--- src/wwd_map.vh ---
`ifndef WWD_MAP_VH
`define WWD_MAP_VH

// register byte offsets
`define WWD_OFS_CTRL 10'h000
`define WWD_OFS_CLEAR 10'h004
`define WWD_OFS_STATUS 10'h008
`define WWD_OFS_VERSION 10'h3fc

// key field and values
`define WWD_KEY_HI 31
`define WWD_KEY_LO 24
`define WWD_KEY_FIRST 8'h55
`define WWD_KEY_SECOND 8'haa

// control field positions
`define WWD_CTRL_EN 0
`define WWD_CTRL_DAR 1
`define WWD_CTRL_MODE 2
`define WWD_CTRL_LOCK 3
`define WWD_CTRL_FCD 7
`define WWD_CTRL_PSEL_LO 8
`define WWD_CTRL_PSEL_HI 12
`define WWD_CTRL_CEN 16
`define WWD_CTRL_SRC 17
`define WWD_CTRL_TBAN_LO 18
`define WWD_CTRL_TBAN_HI 22

// clear and status field positions
`define WWD_CLR_CMD 0
`define WWD_SR_WINDOW 0
`define WWD_SR_CLEARED 1

// reset values
`define WWD_RST_PSEL 5'h00
`define WWD_RST_TBAN 5'h00
`define WWD_FUSE_PSEL 5'h10
`define WWD_RST_STATUS 2'h3

// timing counts in hclk cycles
`define WWD_CLR_SYNC_CYCLES 2'h2
`define WWD_BOOT_CYCLES 2'h3

`endif

--- src/wwd_sync.v ---
`timescale 1ns/1ps
// two-stage synchroniser, one per bit
module wwd_sync #(
  parameter WIDTH = 2
) (
  input wire hclk,
  input wire hresetn,
  input wire [WIDTH-1:0] async_in,
  output reg [WIDTH-1:0] sync_out
);
  reg [WIDTH-1:0] meta;

  always @(posedge hclk or negedge hresetn) begin
    if (!hresetn) begin
      meta <= {WIDTH{1'b0}};
      sync_out <= {WIDTH{1'b0}};
    end else begin
      meta <= async_in;
      sync_out <= meta;
    end
  end
endmodule

--- src/wwd_count.v ---
`timescale 1ns/1ps
// watchdog counter with ban and timeout limits
module wwd_count #(
  parameter CW = 32
) (
  input wire hclk,
  input wire hresetn,
  input wire tick,
  input wire clear,
  input wire mode,
  input wire [4:0] psel,
  input wire [4:0] tban,
  output reg [CW+1:0] count,
  output wire in_window,
  output reg expire
);
  localparam [CW+1:0] ONE = 1;
  wire [5:0] psel_sh;
  wire [5:0] tban_sh;
  wire [CW+1:0] psel_len;
  wire [CW+1:0] ban_len;
  wire [CW+1:0] limit;
  wire [CW+1:0] count_inc;

  // period lengths are 2^(field+1) counter ticks
  assign psel_sh = {1'b0, psel} + 6'h01;
  assign tban_sh = {1'b0, tban} + 6'h01;
  assign psel_len = ONE << psel_sh;
  assign ban_len = ONE << tban_sh;
  assign limit = mode ? (ban_len + psel_len) : psel_len;
  assign count_inc = count + ONE;
  assign in_window = !mode || (count >= ban_len);

  always @(posedge hclk or negedge hresetn) begin
    if (!hresetn) begin
      count <= {(CW+2){1'b0}};
      expire <= 1'b0;
    end else begin
      expire <= 1'b0;
      if (clear) begin
        count <= {(CW+2){1'b0}};
      end else if (tick) begin
        if (count_inc >= limit) begin
          count <= {(CW+2){1'b0}};
          expire <= 1'b1;
        end else begin
          count <= count_inc;
        end
      end
    end
  end
endmodule

--- src/wwd_top.v ---
// Contract
// - control write needs key 0x55 then 0xAA with identical other bits.
// - clear needs key 0x55 with clear bit, then 0xAA with clear bit.
// - non-watchdog reset enables counter clock with system RC source.
// - basic mode timeout is 2^(psel+1) counter clock periods.
// - enable readback changes only after synchronisation completes; code clears it at once on watchdog reset with disable-after-reset set.
// - counter cleared by valid clear, keyed control write, or timeout.
// - clear request drops cleared flag; flag returns when clear done.
// - basic mode: missed clear gives watchdog reset at period end.
// - disable-after-reset zero keeps timer enabled, restarting from zero.
// - disable-after-reset one: watchdog reset clears only enable; code clears lock bit too.
// - fuse auto-enable with calibration flag zero blocks setting disable-after-reset.
// - mode bit selects window; changeable only while disabled.
// - window timeout is ban plus psel; clear in ban resets.
// - clear in window period restarts counter into ban period.
// - any control change clears counter without watchdog reset.
// - software disables via enable only; stopped clock blocks readback zero.
// - fuse start: basic mode, RC source, timeout above 100 ms.
// - calibration flag decides recalibration or config keep at watchdog reset.
// - lock bit ignores control writes until any reset.
// - enabled timer limits sleep depth to keep its source running.
// - debug freezes counter unless run-in-debug and peripheral debug set.
// - source select zero is system RC, one is 32 kHz crystal.
// - window flag zero in ban period, one in timeout period.
`timescale 1ns/1ps
`include "wwd_map.vh"
module wwd_top #(
  parameter CW = 32,
  parameter SLEEP_W = 3,
  parameter [SLEEP_W-1:0] RC_DEEPEST = 3'h4,
  parameter [SLEEP_W-1:0] XTAL_DEEPEST = 3'h6,
  // arbitrary identification value
  parameter [31:0] VERSION_ID = 32'h00000100
) (
  input wire hclk,
  input wire hresetn,
  input wire hsel,
  input wire [31:0] haddr,
  input wire [1:0] htrans,
  input wire hwrite,
  input wire [2:0] hsize,
  input wire [31:0] hwdata,
  input wire hready,
  output wire hreadyout,
  output wire hresp,
  output reg [31:0] hrdata,
  input wire system_rc_osc,
  input wire crystal_32k_osc,
  input wire auto_enable_fuse,
  input wire calibration_done,
  input wire debug_halt,
  input wire run_in_debug,
  input wire peripheral_debug_en,
  input wire [SLEEP_W-1:0] sleep_req,
  output wire [SLEEP_W-1:0] sleep_grant,
  output reg watchdog_reset,
  output reg calibration_start
);
  reg dp_valid;
  reg dp_write;
  reg [9:0] dp_addr;
  // control fields
  reg en;
  reg en_ack;
  reg disable_after_reset;
  reg mode;
  reg config_lock;
  reg calibration_done_flag;
  reg [4:0] psel;
  reg count_clock_enable;
  reg cen_ack;
  reg source_select;
  reg [4:0] tban;
  // key sequencing
  reg ctrl_pend;
  reg [23:0] ctrl_first;
  reg clr_pend;
  // clear handshake
  reg cleared;
  reg [1:0] clr_wait;
  reg clr_done;
  // boot sequencing and source edge history
  reg [1:0] boot_cnt;
  reg boot_done;
  reg fuse_applied;
  reg src_prev;

  wire [1:0] osc_sync;
  wire fuse_sync;
  wire src_lvl;
  wire src_edge;
  wire freeze;
  wire tick;
  wire in_window;
  wire expire;
  wire [CW+1:0] count;
  wire wr;
  wire [7:0] key;
  wire ctrl_wr;
  wire clr_wr;
  wire ctrl_commit;
  wire clr_valid;
  wire ban_violation;
  wire wd_fire;
  wire counter_clear;
  wire [31:0] ctrl_view;
  wire [SLEEP_W-1:0] deepest;

  // zero wait states, response always okay
  assign hreadyout = 1'b1;
  assign hresp = 1'b0;

  wwd_sync #(
    .WIDTH(3)
  ) u_sync (
    .hclk(hclk),
    .hresetn(hresetn),
    .async_in({auto_enable_fuse, crystal_32k_osc, system_rc_osc}),
    .sync_out({fuse_sync, osc_sync})
  );

  assign src_lvl = source_select ? osc_sync[1] : osc_sync[0];
  // one tick per rising edge of the synchronised source
  assign src_edge = src_lvl && !src_prev;
  assign freeze = debug_halt && !(run_in_debug && peripheral_debug_en);
  assign tick = src_edge && cen_ack && en_ack && !freeze;

  wwd_count #(
    .CW(CW)
  ) u_count (
    .hclk(hclk),
    .hresetn(hresetn),
    .tick(tick),
    .clear(counter_clear),
    .mode(mode),
    .psel(psel),
    .tban(tban),
    .count(count),
    .in_window(in_window),
    .expire(expire)
  );

  // address phase capture; slave never stretches
  always @(posedge hclk or negedge hresetn) begin
    if (!hresetn) begin
      dp_valid <= 1'b0;
      dp_write <= 1'b0;
      dp_addr <= 10'h000;
    end else if (hready) begin
      dp_valid <= hsel && htrans[1];
      dp_write <= hwrite;
      dp_addr <= haddr[9:0];
    end
  end

  assign wr = dp_valid && dp_write;
  assign key = hwdata[`WWD_KEY_HI:`WWD_KEY_LO];
  assign ctrl_wr = wr && (dp_addr == `WWD_OFS_CTRL);
  assign clr_wr = wr && (dp_addr == `WWD_OFS_CLEAR);
  // second key must match first bits
  assign ctrl_commit = ctrl_wr && ctrl_pend && (key == `WWD_KEY_SECOND)
    && (hwdata[23:0] == ctrl_first) && !config_lock;
  assign clr_valid = clr_wr && clr_pend && (key == `WWD_KEY_SECOND)
    && hwdata[`WWD_CLR_CMD];

  assign ban_violation = clr_valid && cleared && en_ack && !in_window;
  assign wd_fire = (expire && en_ack) || ban_violation;
  assign counter_clear = clr_done || ctrl_commit || wd_fire;

  always @(posedge hclk or negedge hresetn) begin
    if (!hresetn) begin
      ctrl_pend <= 1'b0;
      ctrl_first <= 24'h000000;
      clr_pend <= 1'b0;
    end else begin
      if (ctrl_wr) begin
        ctrl_pend <= (key == `WWD_KEY_FIRST);
        ctrl_first <= hwdata[23:0];
      end
      if (clr_wr) begin
        clr_pend <= (key == `WWD_KEY_FIRST) && hwdata[`WWD_CLR_CMD];
      end
    end
  end

  always @(posedge hclk or negedge hresetn) begin
    if (!hresetn) begin
      cleared <= 1'b1;
      clr_wait <= 2'h0;
      clr_done <= 1'b0;
    end else begin
      clr_done <= 1'b0;
      if (clr_wait != 2'h0) begin
        clr_wait <= clr_wait - 2'h1;
        if (clr_wait == 2'h1) begin
          clr_done <= 1'b1;
          cleared <= 1'b1;
        end
      end else if (clr_valid && cleared && !ban_violation) begin
        cleared <= 1'b0;
        clr_wait <= `WWD_CLR_SYNC_CYCLES;
      end
    end
  end

  // boot sequencing: fuse sampled once the synchroniser has settled
  always @(posedge hclk or negedge hresetn) begin
    if (!hresetn) begin
      boot_cnt <= 2'h0;
      boot_done <= 1'b0;
    end else if (!boot_done) begin
      boot_cnt <= boot_cnt + 2'h1;
      if (boot_cnt == `WWD_BOOT_CYCLES) begin
        boot_done <= 1'b1;
      end
    end
  end

  // control register
  always @(posedge hclk or negedge hresetn) begin
    if (!hresetn) begin
      en <= 1'b0;
      disable_after_reset <= 1'b0;
      mode <= 1'b0;
      config_lock <= 1'b0;
      calibration_done_flag <= 1'b0;
      psel <= `WWD_RST_PSEL;
      count_clock_enable <= 1'b1;
      source_select <= 1'b0;
      tban <= `WWD_RST_TBAN;
      fuse_applied <= 1'b0;
      calibration_start <= 1'b0;
      watchdog_reset <= 1'b0;
    end else begin
      calibration_start <= 1'b0;
      watchdog_reset <= wd_fire;
      if (calibration_done) begin
        calibration_done_flag <= 1'b1;
      end
      if (boot_done && !fuse_applied) begin
        fuse_applied <= 1'b1;
        calibration_start <= 1'b1;
        if (fuse_sync) begin
          en <= 1'b1;
          mode <= 1'b0;
          source_select <= 1'b0;
          count_clock_enable <= 1'b1;
          psel <= `WWD_FUSE_PSEL;
        end
      end else if (wd_fire) begin
        config_lock <= 1'b0;
        if (disable_after_reset) begin
          en <= 1'b0;
        end
        // recalibrate when flag low, else keep config
        if (!calibration_done_flag) begin
          calibration_start <= 1'b1;
          if (fuse_sync) begin
            en <= 1'b1;
          end
        end
      end else if (ctrl_commit) begin
        en <= ctrl_first[`WWD_CTRL_EN];
        if (!(fuse_sync && !calibration_done_flag && ctrl_first[`WWD_CTRL_DAR])) begin
          disable_after_reset <= ctrl_first[`WWD_CTRL_DAR];
        end
        if (!en && !en_ack) begin
          mode <= ctrl_first[`WWD_CTRL_MODE];
        end
        config_lock <= ctrl_first[`WWD_CTRL_LOCK];
        if (ctrl_first[`WWD_CTRL_FCD]) begin
          calibration_done_flag <= 1'b1;
        end
        psel <= ctrl_first[`WWD_CTRL_PSEL_HI:`WWD_CTRL_PSEL_LO];
        count_clock_enable <= ctrl_first[`WWD_CTRL_CEN];
        source_select <= ctrl_first[`WWD_CTRL_SRC];
        tban <= ctrl_first[`WWD_CTRL_TBAN_HI:`WWD_CTRL_TBAN_LO];
      end
    end
  end

  always @(posedge hclk or negedge hresetn) begin
    if (!hresetn) begin
      src_prev <= 1'b0;
      cen_ack <= 1'b1;
      en_ack <= 1'b0;
    end else begin
      src_prev <= src_lvl;
      if (wd_fire && disable_after_reset) begin
        // without disable the timer keeps running
        en_ack <= 1'b0;
      end else if (src_edge) begin
        cen_ack <= count_clock_enable;
        if (cen_ack) begin
          en_ack <= en;
        end
      end
    end
  end

  assign deepest = source_select ? XTAL_DEEPEST : RC_DEEPEST;
  assign sleep_grant = (en_ack && (sleep_req > deepest)) ? deepest : sleep_req;

  // key field always reads as zero
  assign ctrl_view = {8'h00, 1'b0, tban, source_select, cen_ack, 3'h0, psel,
    calibration_done_flag, 3'h0, config_lock, mode, disable_after_reset, en_ack};

  // read data registered in the address phase
  always @(posedge hclk or negedge hresetn) begin
    if (!hresetn) begin
      hrdata <= 32'h00000000;
    end else if (hready && hsel && htrans[1] && !hwrite) begin
      case (haddr[9:0])
        `WWD_OFS_CTRL: hrdata <= ctrl_view;
        `WWD_OFS_STATUS: hrdata <= {30'h00000000, cleared, in_window};
        `WWD_OFS_VERSION: hrdata <= VERSION_ID;
        default: hrdata <= 32'h00000000;
      endcase
    end
  end
endmodule

--- config.mk ---
export PLATFORM = sky130hd
export DESIGN_NAME = wwd_top
export DESIGN_NICKNAME = d
export VERILOG_FILES = /design/src/wwd_sync.v /design/src/wwd_count.v /design/src/wwd_top.v
export VERILOG_INCLUDE_DIRS = /design/src /design/src/src
export SDC_FILE = /design/constraint.sdc
export NUM_CORES = 1
export LEC_CHECK = 0
export ABC_AREA = 1
export BUFFER_PORTS_ARGS = -buffer_cell sky130_fd_sc_hd__buf_2
export CORE_ASPECT_RATIO = 0.6
export CORE_MARGIN = 10
export CORE_UTILIZATION = 35
export CTS_CLUSTER_DIAMETER = 30
export DETAILED_ROUTE_END_ITERATION = 16
export HOLD_SLACK_MARGIN = 0.15
export PLACE_DENSITY = 0.5
export SLEW_MARGIN = 15
export SYNTH_ARGS = -nofsm -noshare
export SYNTH_HDL_FRONTEND = slang
export SYNTH_HIERARCHICAL = 1
export SYNTH_SLANG_ARGS = --single-unit
--- constraint.sdc ---
create_clock -name hclk -period 6 [get_ports hclk]
set_clock_uncertainty 0.1 [all_clocks]
set_input_delay 0.6 -clock hclk [delete_from_list [all_inputs] [get_ports hclk]]
set_output_delay 0.6 -clock hclk [all_outputs]
set_load 0.02 [all_outputs]
==> flow_summary.toml <==
[outcome]
status = "finished, final reports clean"

[yosys]
synth_warnings = 6
synth-edff-count = 0
syn_inst = 1833
synth.area.top_cells = "dfrtp_1 (26%), nand2_1 (18%), ha_1 (11%)"
synth.ff_latch_count = 126
synth_top_area_share_pct = 26.15
ys_types = 58
synth_area_sq_um = 11770
synth_top_area_cell = "dfrtp_1"
synthFlopType = "dfrtp_1"
synth_seq_area_share_pct = 26.82
postSynthAreaPerCell_sq_um = 6.422
synth-async-reset-ratio_pct = 100.0

[floorplanning]
die_w_microns = 256.8
row_count = 51
pin_count = 123
initial_core_util_pct = 35.89
core_sq_um = 32800
die_height_microns = 162.1
die-area_sq_um = 41610

[power_and_ir_drop]
clockPowerShare_pct = 47.1
power_density_nw_per_um2 = 172.0
p_seq_share_pct = 40.4
swShare_pct = 29.54
p_switching_mw = 0.6722
leakage_nw = 7.031
comb_power_share_pct = 12.5
ir_drop_mv = 0.1822
p_int_mw = 1.603

[run]
maxCapViolCount = 0

[critical_path]
critPathMaxStageDelay_ns = 0.53
r2r_start = "psel[1]"
start_kind = "flop"
crit_family = "simple AND/OR/NAND/NOR gates"
criticalPathCategory = "flop to flop"
worst-path-max-fanout = 26
crit_top_cell = "nand2_1"
path_buf_inv = 5
slowest_stage = "dfrtp_1"
cp.required_ns = 6.22
arrival_ns = 5.62
crit_path_end_kind = "flop"
r2r-end = "u_count/count[26]"
rr_worst_depth = 27
r2r_setup_slack_ns = 0.60

[cells_and_area]
area_growth_syn_to_layout_pct = 12.36
drive_gt1_share_pct = 10.40
diodes = 0
final_net_count = 2100

[sta]
tns_ns = 0
finalHoldViolations = 0
timing.final.crit_share_pct = 89.97
fin_crit_ns = 5.398
slew_violations = 0
worst_pin_slew_ns = 1.005
setup_viol = 0
grt_setup_unrepaired = "false"
clock.fmax_mhz = 185.2
relSlewSlack_pct = 32.98
whs_ns = 0.1720

[routing]
drt_first_pass_iters = 7
ant_nets = 0
drc = 0
drtIter0Drc = 1186
via_count = 11970
wl_per_cell_microns = 18.00
wl_mm = 42.71
via_per_inst = 5.044

[placed_design]
io_buffers = 79
dp_hpwl_mm = 35.38
place.gp.congestion = 0.9371

[clocking]
cts_made_buffers = 17
insertion_delay_ns = 0.43
cts_buffer_depth = 2
clock-sinks = 126
root_buffer = "clkbuf_16"
htree_levels = 4
cts_tree = "done"
postCtsSetupRepairBufs = 0
path_clk_slew_ns = 0.07

[grt]
grt_pass1_wl_mm = 64.98
antenna_found_initial = 0
grt_usage_pct = 20.26
grt-ovfl-total = 0
grt_pass1_vias = 10740
grt_max_degree = 78

[worst_hold_path]
hp-class = "input pin to flop"
hp-start = "crystal_32k_osc"
min_path_cells = 1
min_to = "u_sync/meta[1]"
per-layer routing:
layer / global-route usage [%] / vias to the layer above / wire length [microns]
met5: 0 / - / 0
met4: 2.009 / 0 / 137
met3: 4.318 / 9 / 3376
met2: 24.18 / 365 / 14870
met1: 34.76 / 5622 / 24330
li1: - / 5973 / -
area by class of cell:
class / instances / area (sq um)
fill: 3583 / 19570
multi-input combinational: 1397 / 7351
sequential: 126 / 3157
inverter: 274 / 1028
tap: 450 / 563.0
timing repair buffer: 94 / 529.3
clock buffer: 17 / 425.4
clock inverter: 15 / 172.7
what timing repair did:
| action | CTS | global route |
|---|---|---|
| hold buffers | 1 | 0 |
| resized for setup | 0 | 3 |
| endpoints found under the setup margin | 0 | 26 |
| endpoints found under the hold margin | 48 | 0 |
Yosys cell counts (6+ instances only):
cell type  count
a21oi_1       75
buf_2          6
buf_4         21
clkbuf_1      21
dfrtp_1      123
ha_1         105
inv_1        265
inv_2          7
nand2_1      553
nand2_2        9
nand3_1       83
nand3_2        9
nand4_1       23
nor2_1       227
nor2_2        10
nor3_1        24
nor4_1        19
o21ai_0      118
o21ai_2       12
o22ai_1       10
xnor2_1        6
xor2_1        32
placed cells by master (no fill, tap or decap), types with 3 or more instances in the layout:
cell and instances:
a211oi_1 4, a21o_1 3, a21oi_1 74, a31oi_1 3
buf_2 78, buf_4 13, clkbuf_16 17, conb_1 21
dfrtp_1 123, dfstp_2 3, ha_1 105, inv_1 265
inv_2 7, inv_6 7, mux2_2 5, nand2_1 553
nand2_2 9, nand3_1 83, nand3_2 9, nand4_1 23
nor2_1 225, nor2_2 12, nor2_4 3, nor3_1 24
nor4_1 19, o211ai_1 3, o21a_1 3, o21ai_0 118
o21ai_2 12, o22ai_1 10, o31ai_1 5, or2_2 4
xnor2_1 6, xor2_1 32
power by group through the flow:
| stage | sequential [mW] | combinational (mW) | clock [mW] |
|---|---|---|---|
| finish | 0.918 | 0.285 | 1.07 |
| global route | 0.923 | 0.323 | 1.13 |
| CTS | 0.918 | 0.284 | 1.10 |
| detailed placement | 0.933 | 0.283 | 0 |
| global placement | 0.933 | 0.278 | 0 |
| floorplan | 0.923 | 0.182 | 0 |
sequential cells by signal (all words and copies together) (netlist names), 2 cells and up:
name             count
clr_wait             2
u_sync/meta          3
tban                 5
u_sync/sync_out      3
u_count/count       34
boot_cnt             2
hrdata              17
psel                 5
dp_addr             10
ctrl_first          24
per-stage QoR:
step           power (mW)  worst slack, ns  area [sq um]  cells  util (%)
3_3_place_gp        1.211           0.7171         12610   2340     38.45
3_5_place_dp        1.216           0.6721         12610   2340     38.45
6_report            2.276           0.6018         13230   2373     40.33
4_1_cts             2.300           0.6374         13220   2373     40.30
5_1_grt             2.381          0.06836         13230   2373     40.33
2_1_floorplan       1.105            1.602         11840   1850         -
logic make-up after synthesis:
group	after synthesis	share of synthesized area, %
AND/OR/NAND/NOR	978	35.14
XOR/XNOR	39	2.966
other	4	0.1275
adder cells (fa/ha/maj)	106	11.33
buffers and inverters	327	11.35
flip-flops	126	26.82
AO/OA/AOI/OAI	248	11.79
multiplexers	5	0.4783
worst max path at each step:
| stage | startpoint | endpoint | slack [ns] | cells past startpoint |
|---|---|---|---|---|
| floorplan | tban[2] | u_count/count[28] | 1.60 | 30 |
| global placement | tban[1] | u_count/count[28] | 0.72 | 29 |
| detailed placement | tban[1] | u_count/count[10] | 0.67 | 29 |
| CTS | tban[1] | u_count/count[28] | 0.64 | 29 |
| global route | tban[1] | u_count/count[30] | 0.07 | 29 |
| finish | psel[1] | u_count/count[26] | 0.60 | 27 |
(Power assumes the default switching activity.)
